===== config.mk =====
export PLATFORM = sky130hd
export DESIGN_NAME = bip_port
export DESIGN_NICKNAME = d
export VERILOG_FILES = /design/src/hdl/bip_port_pkg.sv /design/src/hdl/bip_port.sv
export VERILOG_INCLUDE_DIRS = /design/src /design/src/hdl
export SDC_FILE = /design/constraint.sdc
export NUM_CORES = 1
export LEC_CHECK = 0
export ABC_AREA = 1
export BUFFER_PORTS_ARGS = -buffer_cell sky130_fd_sc_hd__buf_2
export CAP_MARGIN = 10
export CORE_MARGIN = 10
export CORE_UTILIZATION = 47
export CTS_CLUSTER_SIZE = 20
export DETAILED_ROUTE_END_ITERATION = 7
export PLACE_DENSITY = 0.72
export SLEW_MARGIN = 0
export SYNTH_ARGS = -nofsm -noshare
export SYNTH_HDL_FRONTEND = slang
export SYNTH_SLANG_ARGS = --single-unit

===== constraint.sdc =====
create_clock -name core_clk_in -period 1.32 [get_ports core_clk_in]
set_input_delay 0.066 -clock core_clk_in [delete_from_list [all_inputs] [get_ports core_clk_in]]
set_output_delay 0.066 -clock core_clk_in [all_outputs]
set_load 0.01 [all_outputs]

===== src/hdl/bip_port_regs.svh =====
// Purpose: constants for the bidirectional port with read-modify-write
// Assumes: one instruction cycle is a fixed number of core clocks
// Notes: definitions only
`ifndef BIP_PORT_REGS_SVH
`define BIP_PORT_REGS_SVH
`define BIP_WIDTH 8
`define BIP_LATCH_RST 8'h00
`define BIP_DIR_RST 8'hFF
`define BIP_CYCLE_CLKS 4
`define BIP_PHASE_W 2
`define BIP_PHASE_LAST 2'h3
`endif


===== src/hdl/bip_port_pkg.sv =====
// Purpose: types for the bidirectional port
// Assumes: nothing
// Notes: operation codes issued by the core
package bip_port_pkg;
  typedef enum logic [2:0] {
    BIP_OP_NONE,
    BIP_OP_WRITE,
    BIP_OP_READ,
    BIP_OP_BIT_SET,
    BIP_OP_BIT_CLEAR,
    BIP_OP_DIR_LOAD
  } bip_op_t;
  typedef enum logic [1:0] {
    BIP_ST_IDLE,
    BIP_ST_EXEC
  } bip_state_t;
endpackage


===== src/hdl/bip_port.sv =====
// Purpose: 8-bit bidirectional port as seen by the core's port instructions
// Assumes: op_in is held for a whole instruction cycle of four clocks
// Notes: pin enables are active low while the port drives the pin
//
// Contract
// [RULE1] bit set/clear reads whole port, alters one bit, writes full byte to latches
// [RULE2] input bits contribute pin level, stored into their own latch
// [RULE3] latch keeps last written value; output mode drives that value
// [RULE4] writes commit to latches at end of the instruction cycle
// [RULE5] reads sample pins at start of the instruction cycle
// [RULE6] software places an unrelated instruction between a write and a read
// [RULE7] input pin reading high during read-modify-write writes high into latch
// [RULE8] pin driven only when direction is output, else released and read
`timescale 1ns/1ps
`default_nettype none
`include "bip_port_regs.svh"
module bip_port
  import bip_port_pkg::*;
(
  input wire logic core_clk_in,
  input wire logic resetn_in,
  input wire logic start_in,
  input var bip_op_t op_in,
  input wire logic [2:0] bit_sel_in,
  input wire logic [7:0] data_in,
  input wire logic [7:0] pin_in,
  output logic [7:0] pin_out,
  output logic [7:0] pin_oen_out,
  output logic [7:0] read_data_out,
  output logic read_valid_out,
  output logic busy_out
);
  bip_state_t state;
  bip_state_t next_state;
  logic [`BIP_PHASE_W-1:0] phase;
  logic [7:0] latch;
  logic [7:0] dir;
  logic [7:0] sample;
  bip_op_t op;
  logic [2:0] bit_sel;
  logic [7:0] wdata;

  function automatic logic [7:0] bit_mask(input logic [2:0] idx);
    bit_mask = 8'h01 << idx;
  endfunction

  wire logic cycle_end = (state == BIP_ST_EXEC) && (phase == `BIP_PHASE_LAST);
  wire logic [7:0] sel_mask = bit_mask(bit_sel);
  // whole-port sample with one bit altered
  wire logic [7:0] rmw_set = sample | sel_mask; // [RULE1] [RULE2] [RULE7]
  wire logic [7:0] rmw_clr = sample & ~sel_mask; // [RULE1] [RULE2]
  wire logic [7:0] next_latch =
    (op == BIP_OP_WRITE) ? wdata :
    (op == BIP_OP_BIT_SET) ? rmw_set :
    (op == BIP_OP_BIT_CLEAR) ? rmw_clr : latch; // [RULE3]
  wire logic [7:0] next_dir = (op == BIP_OP_DIR_LOAD) ? wdata : dir;
  // pin reads: driven bits show the pin, which reflects the latch
  wire logic [7:0] pin_level = pin_in; // [RULE8]

  always_comb begin
    next_state = state;
    case (state)
      BIP_ST_IDLE: begin
        if (start_in && op_in != BIP_OP_NONE) begin
          next_state = BIP_ST_EXEC;
        end
      end
      BIP_ST_EXEC: begin
        if (phase == `BIP_PHASE_LAST) begin
          next_state = BIP_ST_IDLE;
        end
      end
      default: next_state = BIP_ST_IDLE;
    endcase
  end

  always_ff @(posedge core_clk_in) begin
    if (!resetn_in) begin
      state <= BIP_ST_IDLE;
      phase <= '0;
      op <= BIP_OP_NONE;
      bit_sel <= 3'h0;
      wdata <= 8'h00;
      sample <= 8'h00;
    end else begin
      state <= next_state;
      phase <= (state == BIP_ST_EXEC) ? phase + 2'h1 : 2'h0;
      if (state == BIP_ST_IDLE && start_in) begin
        op <= op_in;
        bit_sel <= bit_sel_in;
        wdata <= data_in;
        sample <= pin_level; // [RULE5]
      end
    end
  end

  always_ff @(posedge core_clk_in) begin
    if (!resetn_in) begin
      latch <= `BIP_LATCH_RST;
      dir <= `BIP_DIR_RST;
    end else if (cycle_end) begin
      latch <= next_latch; // [RULE4] [RULE3]
      dir <= next_dir; // [RULE4]
    end
  end

  always_ff @(posedge core_clk_in) begin
    if (!resetn_in) begin
      pin_out <= `BIP_LATCH_RST;
      pin_oen_out <= 8'hFF;
      read_data_out <= 8'h00;
      read_valid_out <= 1'b0;
      busy_out <= 1'b0;
    end else begin
      pin_out <= cycle_end ? next_latch : latch; // [RULE8]
      pin_oen_out <= cycle_end ? next_dir : dir; // [RULE8]
      read_valid_out <= cycle_end && (op == BIP_OP_READ);
      if (cycle_end && op == BIP_OP_READ) begin
        read_data_out <= sample; // [RULE5]
      end
      busy_out <= (next_state == BIP_ST_EXEC);
    end
  end
endmodule // bip_port
`default_nettype wire


==> metrics.md <==
| Metric | Value |
|---|---|
| Outcome | finished clean |
| Placed cell count | 384 |
| Final worst-path cycle share | 0.939 |
| H-tree depth | 2 |
| Final Hold Fails | 0 |
| Clock latency on the worst-skew pair | about 0.30 ns |
| Achievable Freq | a little over 0.8 GHz |
| Root buffer cell | clkbuf_8 |
| Fin worst setup slack | between 0.08 and 0.09 ns |
| HP Start | op_in[1] |
| Initial antenna violation count | 0 |
| Worst Hold Class | input pin to flop |
| Total global routing overflow | 0 |
| Fin cells | 412 |
| WS Path Type | flop to flop |
| Wire per inst | roughly 13 um |
| Worst vdd ir | ~0.84 mV |
| Worst Setup Start Kind | flop |
| Pre-CTS setup slack | -0.00740 ns |
| WP data required | between 1.5 and 2 ns |
| CTS clk-pin slew, worst paths | 0.09 ns |
| Setup TNS | 0 ns |
| Reg2reg start | phase[0] |
| Vias in the first global route | slightly below 2k |
| Iteration-0 DRC Markers | between 90 and 100 |
| Layout area overhead | 31.5% |
| Top Usage Layer GRT | met2 |
| Layout Utilization | 0.632 |
| CTS tree | built |
| Max Cap Violations | 0 |
| Syn Inst Count | around 290 |
| Dpl hpwl | 3630 um |
| Clk_skew | 0.00380 ns |
| Maximum fanout along the worst path | 6 |
| Synth Area per Inst | roughly 7.3 um2 |
| Final-report setup violation count | 0 |
| Hold Path Cell Cnt | 3 |
| DRC viols | 0 |
| GRT Util Overall | 0.139 |
| Post-Synthesis Cell Area | 2080 um2 |
| PD cells | roughly 1100 nW/um2 |
| Reg-to-reg slack, setup | between 0.08 and 0.09 ns |
| Met1 GRT Util | 0.166 |
| Die area | around 7500 um2 |
| Syn Nets | between 300 and 400 |
| Fin nets | 385 |
| Routed Antenna Nets | 0 |
| I/O pins | 51 |
| Die W | 86.5 um |
| Final Slew Violations | 0 |
| Worst setup EP type | flop |
| Yosys warning count | 0 |
| Min-Delay Endpoint | busy_out |
| Cts bufs inserted | 5 |
| Starting density of the core | 0.481 |
| Die H | about 86 um |
| WP data arrival | around 1.5 ns |
| GR Layer Usage met3 | 0.0619 |
| Static leakage | about 0.0013 uW |
| Largest net degree at the start of global routing | 29 |
| Synth unique cells | 22 |
| #FFs+latches synth | between 50 and 60 |
| Sequential element share of the synthesized area | 0.501 |
| Worst reg-to-reg path cell count | 8 |
| First-pass GRT wire length | about 8700 um |
| DRT Pass-1 Iters | 4 |
| Antenna Diode Count | 0 |
| Core area | roughly 4300 um2 |
| Most frequent cells in the layout | 71 x nor2_1, 50 x dfxtp_1, 50 x buf_2 |
| Hold_ws | just over 0.05 ns |
| GPL Wtd Cong | ~0.80 |
| Most common cell after layout, fill and taps aside | nor2_1 |
| FP Rows | 24 |
| Total detailed-routing wirelength | ~5200 um |
| R2r endpoint | read_data_out[6] |
| Vias per std cell | 4.92 |
| Vias post-DR | a little over 2k |
| Port bufs | 50 |
| Clock Path Buffers | 2 |
| # fillers | 399 |
| Min Clock Period, post-route | around 1.2 ns |
| Layout cell share with drive strength beyond 1 | 0.239 |
| Met2 Use GR | 0.224 |
| Clock sink count | 52 |
==> worst max path at each step <==
stage | from | endpoint | slack [ns]
after CTS | phase[0] | pin_out[1] | -0.01
final | phase[0] | read_data_out[6] | 0.08
after detailed placement | phase[0] | read_data_out[6] | -0.007
after global routing | phase[0] | pin_oen_out[1] | -0.01
after global placement | phase[0] | read_data_out[3] | 0.05
after floorplan | phase[0] | pin_oen_out[0] | 0.05
==> per-stage QoR <==
step | power (uW) | cell area (um2)
3_5_place_dp | 1950 | 2390
2_1_floorplan | 1860 | 2080
5_1_grt | 3040 | 2730
3_3_place_gp | 1950 | 2390
4_1_cts | 2900 | 2670
6_report | 2890 | 2730
==> critical path: stages (launching register included) <==
cell,delay [ns]
dfxtp_2,0.36
ha_4,0.14
inv_2,0.04
nor2_4,0.10
inv_2,0.07
nor2_4,0.16
buf_12,0.13
o21ai_1,0.06
nor2_1,0.12
==> routing by layer <==
| layer | wire [um] | part of all wire |
|---|---|---|
| met2 | 2340 | 0.45 |
| met3 | 457 | 0.088 |
| met4 | 50 | 0.0096 |
| met1 | 2330 | 0.45 |
| met5 | 0 | 0 |
==> flip-flops by register name, indices dropped and copies added (netlist names) <==
name,count
pin_oen_out,8
pin_out,8
read_data_out,8
sample,8
wdata,8
bit_sel,3
op,3
phase,2
state,2
busy_out,1
read_valid_out,1
==> cell families (layout without fill, tap and decap cells) <==
group                    Yosys count  after routing  synth area share
AND/OR/NAND/NOR                  159            159             0.323
flip-flops                        52             52             0.501
AO/OA/AOI/OAI                     48             48             0.117
buffers and inverters             24             99            0.0512
adder cells (fa/ha/maj)            1              1           0.00602
other                              1              1           0.00180
==> Yosys cell counts, drive strengths merged <==
master  count  share of area
a21oi      14          0.034
o21ai      32          0.077
conb        1         0.0018
clkbuf      5         0.0096
nand2      51          0.097
ha          1         0.0060
inv        12          0.022
o22ai       2         0.0060
buf         5          0.016
nand3      29          0.070
dfxtp      52           0.50
clkinv      2         0.0036
nor3        1         0.0024
nor2       78           0.15
==> timing repair <==
action	in CTS	in global routing
setup endpoints to repair	12	28
pin swaps	2	5
setup buffers	2	2
hold buffers	16	0
resized for setup	0	15
endpoints found under the hold margin	16	0
==> where the power goes <==
group          switching (uW)  internal, uW
registers                45.5          1620
clock network             500           427
logic                     168           129
total                     714          2180
==> layout make-up <==
| cell class | count | area (um2) | share of cell area |
|---|---|---|---|
| Timing Repair Buffer | 77 | 505 | 0.185 |
| Inverter | 14 | 57.6 | 0.0211 |
| Sequential cell | 52 | 1040 | 0.382 |
| Clock buffer | 7 | 86.3 | 0.0316 |
| Tap cell | 52 | 65.1 | 0.0238 |
| Clock inverter | 1 | 7.51 | 0.00275 |
| Multi-Input combinational cell | 209 | 967 | 0.354 |
(Power assumes the default switching activity.)
